[src/logic/rsr_defines.svh]
/*
 constants for the two-channel remote signal receiver register front end.
 assumes inclusion by bare name from every design file that needs them.
*/
// Behaviour
// RULE1: two identical channels, each its own register block, word offsets zero to 0x34.
// RULE2: enable bit 0 turns channel off at 0, on at 1; set first.
// RULE3: channel off stops all internal activity except the enable register.
// RULE4: disabling a channel keeps all written configuration unchanged.
// RULE5: reception bit 0 allows reception at 1, blocks it at 0.
// RULE6: software programs control registers one to three before enabling reception.
// RULE7: first data buffer reads received bits 31 to 0, read only.
// RULE8: second data buffer reads received bits 63 to 32, read only.
// RULE9: third data buffer reads bits 71 to 64 low byte, rest zero.
// RULE10: bits enter msb first; newest received bit lands in bit 0.
// RULE11: sampling clock selectable between low-frequency clock and timer output.
// RULE12: writes to read-only or reserved bits ignored; reserved bits read zero.
// RULE13: software writes 1 to enable register bit 1 on every write.
`ifndef RSR_DEFINES_SVH
`define RSR_DEFINES_SVH

`define RSR_ADDR_W 12
`define RSR_CH_SEL_BIT 8
`define RSR_OFF_MSB 7
`define RSR_TOP_MSB 11
`define RSR_TOP_LSB 9

`define RSR_OFF_EN 8'h00
`define RSR_OFF_REN 8'h04
`define RSR_OFF_BUF1 8'h08
`define RSR_OFF_BUF2 8'h0C
`define RSR_OFF_BUF3 8'h10
`define RSR_OFF_RCR1 8'h14
`define RSR_OFF_RCR2 8'h18
`define RSR_OFF_RCR3 8'h1C
`define RSR_OFF_RCR4 8'h20
`define RSR_OFF_STAT 8'h24
`define RSR_OFF_END1 8'h28
`define RSR_OFF_END2 8'h2C
`define RSR_OFF_END3 8'h30
`define RSR_OFF_FSSEL 8'h34

`define RSR_BIT_ON 0
`define RSR_BIT_FIXED 1
`define RSR_BIT_REN 0
`define RSR_BIT_FSSEL 0

`define RSR_RST_ZERO 32'h0000_0000
`define RSR_RST_RCR2 32'h0000_FFFF
`define RSR_RXBITS 72
`define RSR_BUF3_W 8

`define RSR_RESP_OKAY 2'h0
`define RSR_RESP_SLVERR 2'h2

`endif

[src/logic/rsr_pkg.sv]
/*
 types shared by the receiver register front end.
 assumes nothing beyond a systemverilog compiler.
*/
package rsr_pkg;
   typedef logic [31:0] rsr_word_t;
   typedef enum logic {RSR_W_IDLE, RSR_W_RESP} rsr_wr_state_e;
   typedef enum logic {RSR_R_IDLE, RSR_R_DATA} rsr_rd_state_e;
endpackage

[src/logic/rsr_chan_if.sv]
/*
 carrier between the bus front end and one channel register block.
 assumes one instance per channel, all on aclk.
*/
`timescale 1ns/1ns
interface rsr_chan_if;
   logic wr_en;
   logic [7:0] wr_off;
   rsr_pkg::rsr_word_t wr_data;
   logic [3:0] wr_strb;
   logic [7:0] rd_off;
   rsr_pkg::rsr_word_t rd_data;
   logic [71:0] rx_bits;
   rsr_pkg::rsr_word_t rx_state;
   logic module_on;
   logic reception_on;
   logic sample_from_timer;
   rsr_pkg::rsr_word_t leader_timing;
   rsr_pkg::rsr_word_t ctrl_two;
   rsr_pkg::rsr_word_t ctrl_three;
   rsr_pkg::rsr_word_t ctrl_four;
   rsr_pkg::rsr_word_t end_one;
   rsr_pkg::rsr_word_t end_two;
   rsr_pkg::rsr_word_t end_three;

   modport bus (
      output wr_en, wr_off, wr_data, wr_strb, rd_off, rx_bits, rx_state,
      input rd_data, module_on, reception_on, sample_from_timer, leader_timing,
      input ctrl_two, ctrl_three, ctrl_four, end_one, end_two, end_three
   );
   modport chan (
      input wr_en, wr_off, wr_data, wr_strb, rd_off, rx_bits, rx_state,
      output rd_data, module_on, reception_on, sample_from_timer, leader_timing,
      output ctrl_two, ctrl_three, ctrl_four, end_one, end_two, end_three
   );
endinterface

[src/logic/rsr_top.sv]
/*
 axi4-lite front end of the two-channel remote signal receiver registers.
 assumes decoder logic on aclk supplies received bits and status words;
 channel 0 at byte offset 0x000, channel 1 at 0x100 of this slave.
*/
// Chosen here: the AXI4-Lite register port.
`timescale 1ns/1ns
`include "rsr_defines.svh"
module rsr_top (
   // clock and reset
   input wire logic aclk,
   input wire logic aresetn,
   // write address channel
   input wire logic [`RSR_ADDR_W-1:0] s_axi_awaddr,
   input wire logic [2:0] s_axi_awprot,
   input wire logic s_axi_awvalid,
   output logic s_axi_awready,
   // write data channel
   input wire logic [31:0] s_axi_wdata,
   input wire logic [3:0] s_axi_wstrb,
   input wire logic s_axi_wvalid,
   output logic s_axi_wready,
   // write response channel
   output logic [1:0] s_axi_bresp,
   output logic s_axi_bvalid,
   input wire logic s_axi_bready,
   // read address channel
   input wire logic [`RSR_ADDR_W-1:0] s_axi_araddr,
   input wire logic [2:0] s_axi_arprot,
   input wire logic s_axi_arvalid,
   output logic s_axi_arready,
   // read data channel
   output logic [31:0] s_axi_rdata,
   output logic [1:0] s_axi_rresp,
   output logic s_axi_rvalid,
   input wire logic s_axi_rready,
   // from the bit decoder, one lane per channel
   input wire logic [1:0] rx_bit_valid,
   input wire logic [1:0] rx_bit_value,
   input wire logic [1:0] rx_frame_start,
   input wire logic [1:0][31:0] rx_state,
   // to the receiver core, one lane per channel
   output logic [1:0] module_on,
   output logic [1:0] reception_on,
   output logic [1:0] sample_from_timer,
   output logic [1:0][31:0] leader_timing_control,
   output logic [1:0][31:0] receive_control_two,
   output logic [1:0][31:0] receive_control_three,
   output logic [1:0][31:0] receive_control_four,
   output logic [1:0][31:0] end_bit_count_one,
   output logic [1:0][31:0] end_bit_count_two,
   output logic [1:0][31:0] end_bit_count_three
);
   rsr_pkg::rsr_wr_state_e wr_state;
   rsr_pkg::rsr_rd_state_e rd_state;
   logic aw_held;
   logic w_held;
   logic [`RSR_ADDR_W-1:0] aw_addr;
   logic [31:0] w_data;
   logic [3:0] w_strb;
   logic aw_take;
   logic w_take;
   logic ar_take;
   logic do_write;
   logic wr_hit;
   logic rd_hit;
   logic next_aw_held;
   logic next_w_held;
   logic [1:0][31:0] ch_rd_data;

   // a hole in the map answers slverr; mapped read-only slots answer okay
   function automatic logic addr_mapped(input logic [`RSR_ADDR_W-1:0] a);
      return a[`RSR_TOP_MSB:`RSR_TOP_LSB] == '0 && a[1:0] == 2'h0
         && a[`RSR_OFF_MSB:0] <= `RSR_OFF_FSSEL; // RULE1
   endfunction

   assign aw_take = s_axi_awvalid && s_axi_awready;
   assign w_take = s_axi_wvalid && s_axi_wready;
   assign ar_take = s_axi_arvalid && s_axi_arready;
   // write only once both halves are in and the last response is gone
   assign do_write = aw_held && w_held && wr_state == rsr_pkg::RSR_W_IDLE;
   assign wr_hit = addr_mapped(aw_addr);
   assign rd_hit = addr_mapped(s_axi_araddr);
   assign next_aw_held = (aw_held || aw_take) && !do_write;
   assign next_w_held = (w_held || w_take) && !do_write;

   // address and data are taken in either order
   always_ff @(posedge aclk) begin
      if (!aresetn) begin
         aw_held <= 1'b0;
         s_axi_awready <= 1'b0;
         aw_addr <= '0;
      end else begin
         aw_held <= next_aw_held;
         s_axi_awready <= !next_aw_held;
         if (aw_take) begin
            aw_addr <= s_axi_awaddr;
         end
      end
   end

   always_ff @(posedge aclk) begin
      if (!aresetn) begin
         w_held <= 1'b0;
         s_axi_wready <= 1'b0;
         w_data <= '0;
         w_strb <= '0;
      end else begin
         w_held <= next_w_held;
         s_axi_wready <= !next_w_held;
         if (w_take) begin
            w_data <= s_axi_wdata;
            w_strb <= s_axi_wstrb;
         end
      end
   end

   always_ff @(posedge aclk) begin
      if (!aresetn) begin
         wr_state <= rsr_pkg::RSR_W_IDLE;
         s_axi_bvalid <= 1'b0;
         s_axi_bresp <= `RSR_RESP_OKAY;
      end else begin
         case (wr_state)
            rsr_pkg::RSR_W_IDLE: begin
               if (do_write) begin
                  wr_state <= rsr_pkg::RSR_W_RESP;
                  s_axi_bvalid <= 1'b1;
                  s_axi_bresp <= wr_hit ? `RSR_RESP_OKAY : `RSR_RESP_SLVERR;
               end
            end
            rsr_pkg::RSR_W_RESP: begin
               if (s_axi_bready) begin
                  wr_state <= rsr_pkg::RSR_W_IDLE;
                  s_axi_bvalid <= 1'b0;
               end
            end
            default: begin
               wr_state <= rsr_pkg::RSR_W_IDLE;
               s_axi_bvalid <= 1'b0;
            end
         endcase
      end
   end

   // read data is captured at the address handshake, one cycle to rvalid
   always_ff @(posedge aclk) begin
      if (!aresetn) begin
         rd_state <= rsr_pkg::RSR_R_IDLE;
         s_axi_arready <= 1'b0;
         s_axi_rvalid <= 1'b0;
         s_axi_rdata <= '0;
         s_axi_rresp <= `RSR_RESP_OKAY;
      end else begin
         case (rd_state)
            rsr_pkg::RSR_R_IDLE: begin
               s_axi_arready <= !ar_take;
               if (ar_take) begin
                  rd_state <= rsr_pkg::RSR_R_DATA;
                  s_axi_rvalid <= 1'b1;
                  s_axi_rdata <= rd_hit ? ch_rd_data[s_axi_araddr[`RSR_CH_SEL_BIT]] : '0;
                  s_axi_rresp <= rd_hit ? `RSR_RESP_OKAY : `RSR_RESP_SLVERR;
               end
            end
            rsr_pkg::RSR_R_DATA: begin
               if (s_axi_rready) begin
                  rd_state <= rsr_pkg::RSR_R_IDLE;
                  s_axi_rvalid <= 1'b0;
                  s_axi_arready <= 1'b1;
               end
            end
            default: begin
               rd_state <= rsr_pkg::RSR_R_IDLE;
               s_axi_rvalid <= 1'b0;
            end
         endcase
      end
   end

   rsr_chan_if chif[2] ();

   for (genvar g = 0; g < 2; g++) begin : g_ch
      logic [`RSR_RXBITS-1:0] bits;
      logic shift_en;

      // no shifting while the channel is off or reception is blocked
      assign shift_en = rx_bit_valid[g] && chif[g].module_on && chif[g].reception_on; // RULE3 RULE5

      assign chif[g].wr_en = do_write && wr_hit && aw_addr[`RSR_CH_SEL_BIT] == g; // RULE1
      assign chif[g].wr_off = aw_addr[`RSR_OFF_MSB:0];
      assign chif[g].wr_data = w_data;
      assign chif[g].wr_strb = w_strb;
      assign chif[g].rd_off = s_axi_araddr[`RSR_OFF_MSB:0];
      assign chif[g].rx_bits = bits;
      assign chif[g].rx_state = rx_state[g];
      assign ch_rd_data[g] = chif[g].rd_data;

      assign module_on[g] = chif[g].module_on;
      assign reception_on[g] = chif[g].reception_on;
      assign sample_from_timer[g] = chif[g].sample_from_timer;
      assign leader_timing_control[g] = chif[g].leader_timing;
      assign receive_control_two[g] = chif[g].ctrl_two;
      assign receive_control_three[g] = chif[g].ctrl_three;
      assign receive_control_four[g] = chif[g].ctrl_four;
      assign end_bit_count_one[g] = chif[g].end_one;
      assign end_bit_count_two[g] = chif[g].end_two;
      assign end_bit_count_three[g] = chif[g].end_three;

      rsr_channel u_chan (
         .aclk(aclk),
         .aresetn(aresetn),
         .cif(chif[g].chan)
      );

      rsr_rx_shift u_shift (
         .aclk(aclk),
         .aresetn(aresetn),
         .shift_en(shift_en),
         .bit_in(rx_bit_value[g]),
         .clear(rx_frame_start[g] && chif[g].module_on),
         .bits(bits)
      );
   end
endmodule

[src/logic/rsr_rx_shift.sv]
/*
 received-bit buffer of one channel, 72 bits, newest bit at bit 0.
 assumes bit strobes from decoder logic on aclk, already gated.
*/
`timescale 1ns/1ns
`include "rsr_defines.svh"
module rsr_rx_shift (
   // clock and reset
   input wire logic aclk,
   input wire logic aresetn,
   // bit stream
   input wire logic shift_en,
   input wire logic bit_in,
   input wire logic clear,
   // held bits
   output logic [`RSR_RXBITS-1:0] bits
);
   always_ff @(posedge aclk) begin
      if (!aresetn) begin
         bits <= '0;
      end else if (clear) begin
         bits <= '0;
      end else if (shift_en) begin
         // older bits move up so the frame reads msb first
         bits <= {bits[`RSR_RXBITS-2:0], bit_in}; // RULE10
      end
   end
endmodule

[src/logic/rsr_channel.sv]
/*
 register block of one receiver channel.
 assumes single-cycle write strobes and a combinational read port.
*/
`timescale 1ns/1ns
`include "rsr_defines.svh"
module rsr_channel (
   // clock and reset
   input wire logic aclk,
   input wire logic aresetn,
   // front end side
   rsr_chan_if.chan cif
);
   logic fixed_one;
   logic cfg_we;

   function automatic rsr_pkg::rsr_word_t merge(input rsr_pkg::rsr_word_t old,
         input rsr_pkg::rsr_word_t nw, input logic [3:0] strb);
      rsr_pkg::rsr_word_t r;
      r = old;
      for (int i = 0; i < 4; i++) begin
         if (strb[i]) begin
            r[i*8 +: 8] = nw[i*8 +: 8];
         end
      end
      return r;
   endfunction

   // config writes only land while the channel runs: module_on gates the write enable
   assign cfg_we = cif.wr_en && cif.module_on; // RULE3

   // enable register takes writes whether or not the channel runs
   always_ff @(posedge aclk) begin
      if (!aresetn) begin
         cif.module_on <= 1'b0;
         fixed_one <= 1'b0;
      end else if (cif.wr_en && cif.wr_off == `RSR_OFF_EN && cif.wr_strb[0]) begin
         cif.module_on <= cif.wr_data[`RSR_BIT_ON]; // RULE2
         fixed_one <= cif.wr_data[`RSR_BIT_FIXED];
      end
   end

   // nothing here clears on disable, so settings survive an off period
   always_ff @(posedge aclk) begin
      if (!aresetn) begin
         cif.reception_on <= 1'b0;
         cif.sample_from_timer <= 1'b0;
         cif.leader_timing <= `RSR_RST_ZERO;
         cif.ctrl_two <= `RSR_RST_RCR2;
         cif.ctrl_three <= `RSR_RST_ZERO;
         cif.ctrl_four <= `RSR_RST_ZERO;
         cif.end_one <= `RSR_RST_ZERO;
         cif.end_two <= `RSR_RST_ZERO;
         cif.end_three <= `RSR_RST_ZERO;
      end else if (cfg_we) begin // RULE4
         case (cif.wr_off)
            `RSR_OFF_REN: begin
               if (cif.wr_strb[0]) begin
                  cif.reception_on <= cif.wr_data[`RSR_BIT_REN]; // RULE5
               end
            end
            `RSR_OFF_RCR1: cif.leader_timing <= merge(cif.leader_timing, cif.wr_data, cif.wr_strb);
            `RSR_OFF_RCR2: cif.ctrl_two <= merge(cif.ctrl_two, cif.wr_data, cif.wr_strb);
            `RSR_OFF_RCR3: cif.ctrl_three <= merge(cif.ctrl_three, cif.wr_data, cif.wr_strb);
            `RSR_OFF_RCR4: cif.ctrl_four <= merge(cif.ctrl_four, cif.wr_data, cif.wr_strb);
            `RSR_OFF_END1: cif.end_one <= merge(cif.end_one, cif.wr_data, cif.wr_strb);
            `RSR_OFF_END2: cif.end_two <= merge(cif.end_two, cif.wr_data, cif.wr_strb);
            `RSR_OFF_END3: cif.end_three <= merge(cif.end_three, cif.wr_data, cif.wr_strb);
            `RSR_OFF_FSSEL: begin
               if (cif.wr_strb[0]) begin
                  cif.sample_from_timer <= cif.wr_data[`RSR_BIT_FSSEL]; // RULE11
               end
            end
            // buffers and status are read only
            default: ; // RULE12
         endcase
      end
   end

   always_comb begin
      cif.rd_data = `RSR_RST_ZERO; // RULE12
      case (cif.rd_off)
         `RSR_OFF_EN: begin
            cif.rd_data[`RSR_BIT_ON] = cif.module_on;
            cif.rd_data[`RSR_BIT_FIXED] = fixed_one;
         end
         `RSR_OFF_REN: cif.rd_data[`RSR_BIT_REN] = cif.reception_on;
         `RSR_OFF_BUF1: cif.rd_data = cif.rx_bits[31:0]; // RULE7
         `RSR_OFF_BUF2: cif.rd_data = cif.rx_bits[63:32]; // RULE8
         `RSR_OFF_BUF3: cif.rd_data[`RSR_BUF3_W-1:0] = cif.rx_bits[71:64]; // RULE9
         `RSR_OFF_RCR1: cif.rd_data = cif.leader_timing;
         `RSR_OFF_RCR2: cif.rd_data = cif.ctrl_two;
         `RSR_OFF_RCR3: cif.rd_data = cif.ctrl_three;
         `RSR_OFF_RCR4: cif.rd_data = cif.ctrl_four;
         `RSR_OFF_STAT: cif.rd_data = cif.rx_state;
         `RSR_OFF_END1: cif.rd_data = cif.end_one;
         `RSR_OFF_END2: cif.rd_data = cif.end_two;
         `RSR_OFF_END3: cif.rd_data = cif.end_three;
         `RSR_OFF_FSSEL: cif.rd_data[`RSR_BIT_FSSEL] = cif.sample_from_timer;
         default: cif.rd_data = `RSR_RST_ZERO;
      endcase
   end
endmodule

[config.mk]
export PLATFORM = sky130hd
export DESIGN_NAME = rsr_top
export DESIGN_NICKNAME = d
export VERILOG_FILES = /design/src/logic/rsr_pkg.sv /design/src/logic/rsr_chan_if.sv /design/src/logic/rsr_top.sv /design/src/logic/rsr_rx_shift.sv /design/src/logic/rsr_channel.sv
export VERILOG_INCLUDE_DIRS = /design/src /design/src/logic
export SDC_FILE = /design/constraint.sdc
export NUM_CORES = 2
export LEC_CHECK = 0
export ABC_CLOCK_PERIOD_IN_PS = 2100
export BUFFER_PORTS_ARGS = -buffer_cell sky130_fd_sc_hd__buf_2
export CAP_MARGIN = 20
export CORE_ASPECT_RATIO = 0.75
export CORE_UTILIZATION = 30
export DETAILED_ROUTE_END_ITERATION = 8
export SLEW_MARGIN = 20
export SYNTH_ARGS = -nofsm -noshare
export SYNTH_HDL_FRONTEND = slang
export SYNTH_SLANG_ARGS = --single-unit
[constraint.sdc]
create_clock -name aclk -period 2.1 [get_ports aclk]
set_input_delay 0.105 -clock aclk [delete_from_list [all_inputs] [get_ports aclk]]
set_output_delay 0.105 -clock aclk [all_outputs]
set_load 0.1 [all_outputs]
== Word-level counts from Yosys, hierarchy flattened ==
Index checks and enable logic that the tools add are counted.
Word-level totals
  register bits: 693
  output and inout bits: 495
Operators by class
  equal/unequal tests: 26
  $lt $le $gt $ge: 3
  bitwise operators: 4
  reductions and logical operators: 104
  multiplexer cells: 27
Operator list (number)
  one-hot mux 24 bit (10 select lines): 2
  AND reduction 3 bit: 60
  one-hot mux 6 bit (11 select lines): 2
  2-to-1 mux 32 bit: 3
  == test 8 x 6 -> 1 bit, second input constant: 11
  == test 8 x 5 -> 1 bit, second input constant: 7
  one-hot mux 1 bit (14 select lines): 2
  logical AND 1 bit: 26
  one-hot mux 1 bit (12 select lines): 2
  == test 8 x 3 -> 1 bit, second input constant: 2
  == test 8 x 4 -> 1 bit, second input constant: 2
  less-or-equal comparator 8 x 6 -> 1 bit, second input constant: 2
  zero test 8 bit: 2
  one-hot mux 1 bit (2 select lines): 5
  2-to-1 mux 1 bit: 9
  != test 2 bit, second input constant: 4
  AND reduction 2 bit: 4
  zero test 3 bit: 2
  zero test 1 bit: 4
  zero test 2 bit: 2
  2-to-1 mux 2 bit: 2
  inverter 1 bit: 4
  OR reduction 2 bit: 2
  logical OR 1 bit: 2
  < comparator 1 x 2 -> 1 bit, second input constant: 1

== Depth between registers and ports, before layout ==
  word-level depth: 7
  gate-level depth with buffers: 10

== Modules after synthesis ==
From an unflattened synthesis, not the netlist that was laid out.
Second synthesis, totals
  cell total of the unflattened synthesis: 3310
  area total of the unflattened synthesis: 32653.8 um^2
By module, submodules not included
  rsr_channel at g_ch[1].u_chan: times used 1, cells an instance 1215, area an instance 11902.7 um^2
  rsr_channel at g_ch[0].u_chan: times used 1, cells an instance 1216, area an instance 11873.9 um^2
  rsr_rx_shift: times used 2, cells an instance 233, area an instance 2595.0 um^2
  rsr_top: times used 1, cells an instance 413, area an instance 3687.3 um^2

== Worst setup path before layout ==
OpenSTA, ideal clock, no wires.
  kind: register to register
  start point: reg s_axi_arready
  end point: reg s_axi_rdata[11]
  arrival time: 2.359 ns
  clock period less this slack: 2.447 ns
  setup time: 0.088 ns
  slack: -0.347 ns
  buffers on the path: 1
  required time: 2.012 ns
  stages on the path, launching flop included: 7
  path through: dfxtp_1 -> and3b_1 -> nand3_1 -> a311oi_2 -> nand3_1 -> clkbuf_1 -> o31ai_1
On the way
  cells in the longest elaborated chain, start to end: 2
RTL lines
  start, declared: RTL line rsr_top.sv:31  | output logic s_axi_arready,
  start signal, assigned: RTL line rsr_top.sv:157  | s_axi_arready <= !ar_take;
  logical AND 1 bit: RTL line rsr_top.sv:79  | assign ar_take = s_axi_arvalid && s_axi_arready;
  AND reduction 2 bit (no line)
  end signal, assigned: RTL line rsr_top.sv:161  | s_axi_rdata <= rd_hit ? ch_rd_data[s_axi_araddr[`RSR_CH_SEL_BIT]] : '0;
  end, declared: RTL line rsr_top.sv:33  | output logic [31:0] s_axi_rdata,
No other way between the ends.
A chain may end at the register's enable or synchronous reset.

== Worst setup path in the final report ==
  start point: reg wr_state
  end point: reg g_ch[1].u_chan.cif.ctrl_four[19]
On the way
  cells in the longest elaborated chain, start to end: 6
RTL lines
  start, declared: RTL line rsr_top.sv:54  | rsr_pkg::rsr_wr_state_e wr_state;
  start signal, assigned: RTL line rsr_top.sv:120  | wr_state <= rsr_pkg::RSR_W_IDLE;
  start signal, assigned: RTL line rsr_top.sv:127  | wr_state <= rsr_pkg::RSR_W_RESP;
  start signal, assigned: RTL line rsr_top.sv:134  | wr_state <= rsr_pkg::RSR_W_IDLE;
  inverter 1 bit (no line)
  logical AND 1 bit: RTL line rsr_top.sv:81  | assign do_write = aw_held && w_held && wr_state == rsr_pkg::RSR_W_IDLE;
  logical AND 1 bit (2 in series): RTL line rsr_top.sv:189  | assign chif[g].wr_en = do_write && wr_hit && aw_addr[`RSR_CH_SEL_BIT] == g;
  logical AND 1 bit: RTL line rsr_channel.sv:30  | assign cfg_we = cif.wr_en && cif.module_on;
  AND reduction 3 bit (no line)
  end signal, assigned: RTL line rsr_channel.sv:51  | cif.ctrl_four <= `RSR_RST_ZERO;
  end signal, assigned: RTL line rsr_channel.sv:65  | `RSR_OFF_RCR4: cif.ctrl_four <= merge(cif.ctrl_four, cif.wr_data, cif.wr_strb);
  end, declared: RTL line rsr_chan_if.sv:34  | output ctrl_two, ctrl_three, ctrl_four, end_one, end_two, end_three
No other way between the ends.

==> metrics.log <==
[metrics] count of unique library cells instantiated by Yosys: 73
[metrics] initial antenna violation count: 7
[metrics] clock transition at the register clock pins on the worst setup and hold paths after CTS: around 70 ps
[metrics] final period demand of the worst path: just over 2000 ps
[metrics] Post-route DRC: 0
[metrics] relative slew slack: 0.3644
[metrics] fraction of final layout cells with drive strength greater than 1: 0.2796
[metrics] height of the chip: around 270 µm
[metrics] level count of the clock H-tree: 3
[metrics] iteration-0 DRC count of the detailed router: slightly above 4000
[metrics] I/O pin count: roughly 640
[metrics] power share of the sequential group: 0.461
[metrics] clk sinks: ~690
[metrics] total iterations of the first detailed-routing run: 8
[metrics] share of Yosys cell area claimed by the top area cell type: 0.4944
[metrics] startpoint type of the worst setup path: register
[metrics] worst-margin pin slew: between 900 and 1000 ps
[metrics] die area: about 95000 µm²
[metrics] Max-Cap Viols: 0
[metrics] relative contribution of the clock network to total power: 0.483
[metrics] Final setup viols: 0
[metrics] Worst EP required: between 2000 and 3000 ps
[metrics] routability cong.: between 0.9 and 1
[metrics] final-report max-slew violation count: 0
[metrics] Lkg Pwr: about 15 nW
[metrics] FF-to-FF setup slack: roughly 38 ps
[metrics] arrival time reported for the critical path endpoint: 2540 ps
[metrics] mean routed wirelength per cell: about 28 µm
[metrics] Tot Pwr: ~29 mW
[metrics] status: finished clean
[metrics] horizontal die dimension: between 300 and 400 µm
[metrics] floorplan core area: roughly 92000 µm²
[metrics] number of buffers on the longest clock path: 3
[metrics] average size of a mapped cell: between 8 and 9 µm²
[metrics] worst-path maximum fanout: 16
[metrics] largest family of logic cells by synthesized area: compound AO/OA/AOI/OAI gates
[metrics] part of the cycle the worst path needs: 0.9820
[metrics] Internal Dissipation: between 20 and 25 mW
[metrics] Syn Inst Count: between 3000 and 4000
[metrics] hold violation total from the final report: 0
[metrics] post-synthesis cell type with the largest combined area: dfxtp_1
[metrics] worst hold slack: 35.81 ps
[metrics] endpoint class of the critical path: register
[metrics] summed area of non-filler cells in the final layout: approximately 38000 µm²
[metrics] Buffers on Ports: ~630
[metrics] number of nets in the final layout: 4204
[metrics] Net Switching: between 6 and 7 mW
[metrics] XOR/XNOR share of the synthesized area: 0
[metrics] adder and majority gate portion of the synthesized area: 0
[metrics] top cells by area in the synthesized netlist: dfxtp_1, nand3_1, nand2_1
[metrics] num rows: 96
[metrics] number of warnings reported in the yosys synthesis log: 0
[metrics] prevailing post-synth register cell: dfxtp_1
[metrics] detailed placement HPWL: 108000 µm
[metrics] cts bufs inserted: slightly above 70
[metrics] worst clock skew: around 44 ps
[metrics] aggregate global routing overflow: 0
[metrics] largest net degree at the start of global routing: 108
[metrics] area of placed instances: 34120 µm²
[metrics] Tightest Hold Check Type: in -> reg
[metrics] most frequent cells after synthesis: dfxtp_1, nand2_1, nand3_1
[metrics] f_max: between 400 and 500 MHz
[metrics] vias post-DR: approximately 31000
[metrics] Via density: ~5.7
[metrics] crit path kind: reg -> reg
[metrics] post-synthesis to final-layout area growth: 35.52%
[metrics] Clock Root Buffer: clkbuf_16
[metrics] Pwr Density: between 700 and 800 nW/µm²
[metrics] compound-gate portion of the synthesized area: 0.2383
[metrics] drt total wl: between 100000 and 150000 µm
[metrics] proportion of power drawn by combinational gates: 0.057
[metrics] number of enable flip-flop cells after synthesis: 0
[metrics] worst-case vdd ir drop: 0.6552 mV
[metrics] fraction of the mapped netlist area in simple logic gates: 0.2005
[metrics] register area share after synthesis: 0.4944
[metrics] first-pass GRT wire length: slightly above 200000 µm
[metrics] fraction of synthesis flops using an asynchronous set or reset pin: 0
[metrics] combined area of all synthesized cells: 27980 µm²
[metrics] residual antenna-violating net count after detailed routing: 0
[metrics] count leader, synth: dfxtp_1
[metrics] switching power as a share of total power: 0.2411
[metrics] aggregate global-route resource usage: 0.2973
[metrics] Skew-Pair Late Insertion Delay: 640 ps
[metrics] Yosys reg bits: roughly 700
[metrics] Initial Util: 0.3045
[metrics] number of global-route vias before repair: between 20000 and 30000
[metrics] RSZ-0062 raised after global routing: yes
[metrics] multiplexer share of the synthesized area: 0.01556
[metrics] TritonCTS clock tree: built
==> power by group through the flow <==
| stage | clock network (mW) | logic [mW] | registers, mW |
|---|---|---|---|
| finish | 13.9 | 1.63 | 13.2 |
| global route | 14.4 | 1.68 | 13.2 |
| CTS | 14.0 | 1.58 | 13.2 |
| detailed placement | 0 | 1.45 | 13.5 |
| global placement | 0 | 1.45 | 13.5 |
| floorplan | 0 | 0.646 | 13.6 |
==> state kept, by name (all words and copies together), names as in the netlist, 2 cells and up <==
register	flops
g_ch.u_chan.cif.ctrl_two	64
g_ch.u_chan.cif.leader_timing	64
g_ch.u_chan.cif.ctrl_four	64
s_axi_rdata	32
g_ch.u_shift.bits	144
g_ch.u_chan.cif.end_one	64
chif.wr_data	32
g_ch.u_chan.cif.sample_from_timer	2
chif.wr_strb	4
g_ch.u_chan.cif.ctrl_three	64
g_ch.u_chan.cif.end_three	64
g_ch.u_chan.fixed_one	2
aw_addr	12
g_ch.u_chan.cif.end_two	64
g_ch.u_chan.cif.reception_on	2
g_ch.u_chan.cif.module_on	2
==> per-layer routing <==
| metal | track usage | wire length, µm | vias up |
|---|---|---|---|
| met3 | 0.06844 | 17140 | 297 |
| met2 | 0.4569 | 65600 | 1944 |
| met5 | 0 | 39 | - |
| li1 | - | - | 13560 |
| met4 | 0.1026 | 5448 | 6 |
| met1 | 0.4066 | 60950 | 14800 |
==> path summary, 6_finish.rpt <==
kind | from | to | cells past startpoint
hold reg to reg | s_axi_rdata[21]$_SDFFE_PN0P_ | s_axi_rdata[21]$_SDFFE_PN0P_ | 2
setup / recovery | wr_state$_SDFF_PN0_ | g_ch[1].u_chan.cif.ctrl_four[19]$_SDFFE_PN0P_ | 9
setup reg to reg | wr_state$_SDFF_PN0_ | g_ch[1].u_chan.cif.ctrl_four[19]$_SDFFE_PN0P_ | 9
hold / removal | rx_state[43] | s_axi_rdata[11]$_SDFFE_PN0P_ | 5
==> through the flow <==
| step | setup TNS, ps | util | cells | setup WS (ps) |
|---|---|---|---|---|
| 3_3_place_gp | -7044 | 0.3713 | 5109 | -313.9 |
| 3_5_place_dp | -4450 | 0.3713 | 5109 | -290.0 |
| 5_1_grt | -513.3 | 0.4126 | 5344 | -35.20 |
| 4_1_cts | 0 | 0.4085 | 5325 | 23.64 |
| 2_1_floorplan | 0 | - | 3311 | 56.77 |
| 6_report | 0 | 0.4127 | 5345 | 37.84 |
==> critical path, cell delays in order (launching register included) <==
cell and delay [ps]:
dfxtp_1 330, nand3b_1 180, buf_4 180, nor4b_4 270, buf_4 200, clkbuf_16 190, nand3_1 130, buf_12 230
nand3_1 70, o21ai_0 100
==> repair_timing <==
item / 4_1_cts / 5_1_grt
setup buffers: 1 / 10
cloned: 1 / 7
hold buffers: 85 / 0
endpoints found under the hold margin: 115 / 0
resized for setup: 8 / 57
endpoints found under the setup margin: 143 / 311
pin swaps: 1 / 13
==> layout make-up <==
| type | count | area [µm²] |
|---|---|---|
| fillers | 9252 | 53970 |
| flip-flops and latches | 691 | 13840 |
| multi-input cells | 2297 | 13000 |
| repair buffers | 996 | 7005 |
| clock buffers | 104 | 2177 |
| well taps | 1225 | 1533 |
| clock inverters | 25 | 342.8 |
| inverters | 4 | 15.01 |
| diodes | 3 | 7.507 |
==> placed cells by master, fill, tap and decap left out, types with 8 or more instances in the layout <==
| cell | count |
|---|---|
| a211oi_1 | 11 |
| a21oi_1 | 219 |
| a221oi_1 | 18 |
| a222oi_1 | 51 |
| a22o_1 | 34 |
| a22oi_1 | 175 |
| buf_12 | 61 |
| buf_2 | 630 |
| buf_4 | 195 |
| buf_6 | 21 |
| clkbuf_1 | 11 |
| clkbuf_16 | 78 |
| clkbuf_8 | 17 |
| dfxtp_1 | 690 |
| dlygate4sd3_1 | 85 |
| mux2i_1 | 39 |
| nand2_1 | 539 |
| nand3_1 | 469 |
| nand3_2 | 31 |
| nand3_4 | 12 |
| nand3b_1 | 8 |
| nand4_1 | 8 |
| nor2_1 | 46 |
| nor3_1 | 9 |
| o2111ai_1 | 8 |
| o21ai_0 | 395 |
| o21ai_1 | 33 |
| o21ai_2 | 33 |
| o22ai_1 | 37 |
| o31ai_1 | 20 |
==> logic make-up after synthesis <==
family,count (synthesis)
buf+inv,324
simple gates,1180
other cells,1
compound gates,1072
flops,691
mux,42
Power figures use the tool's default switching activity.
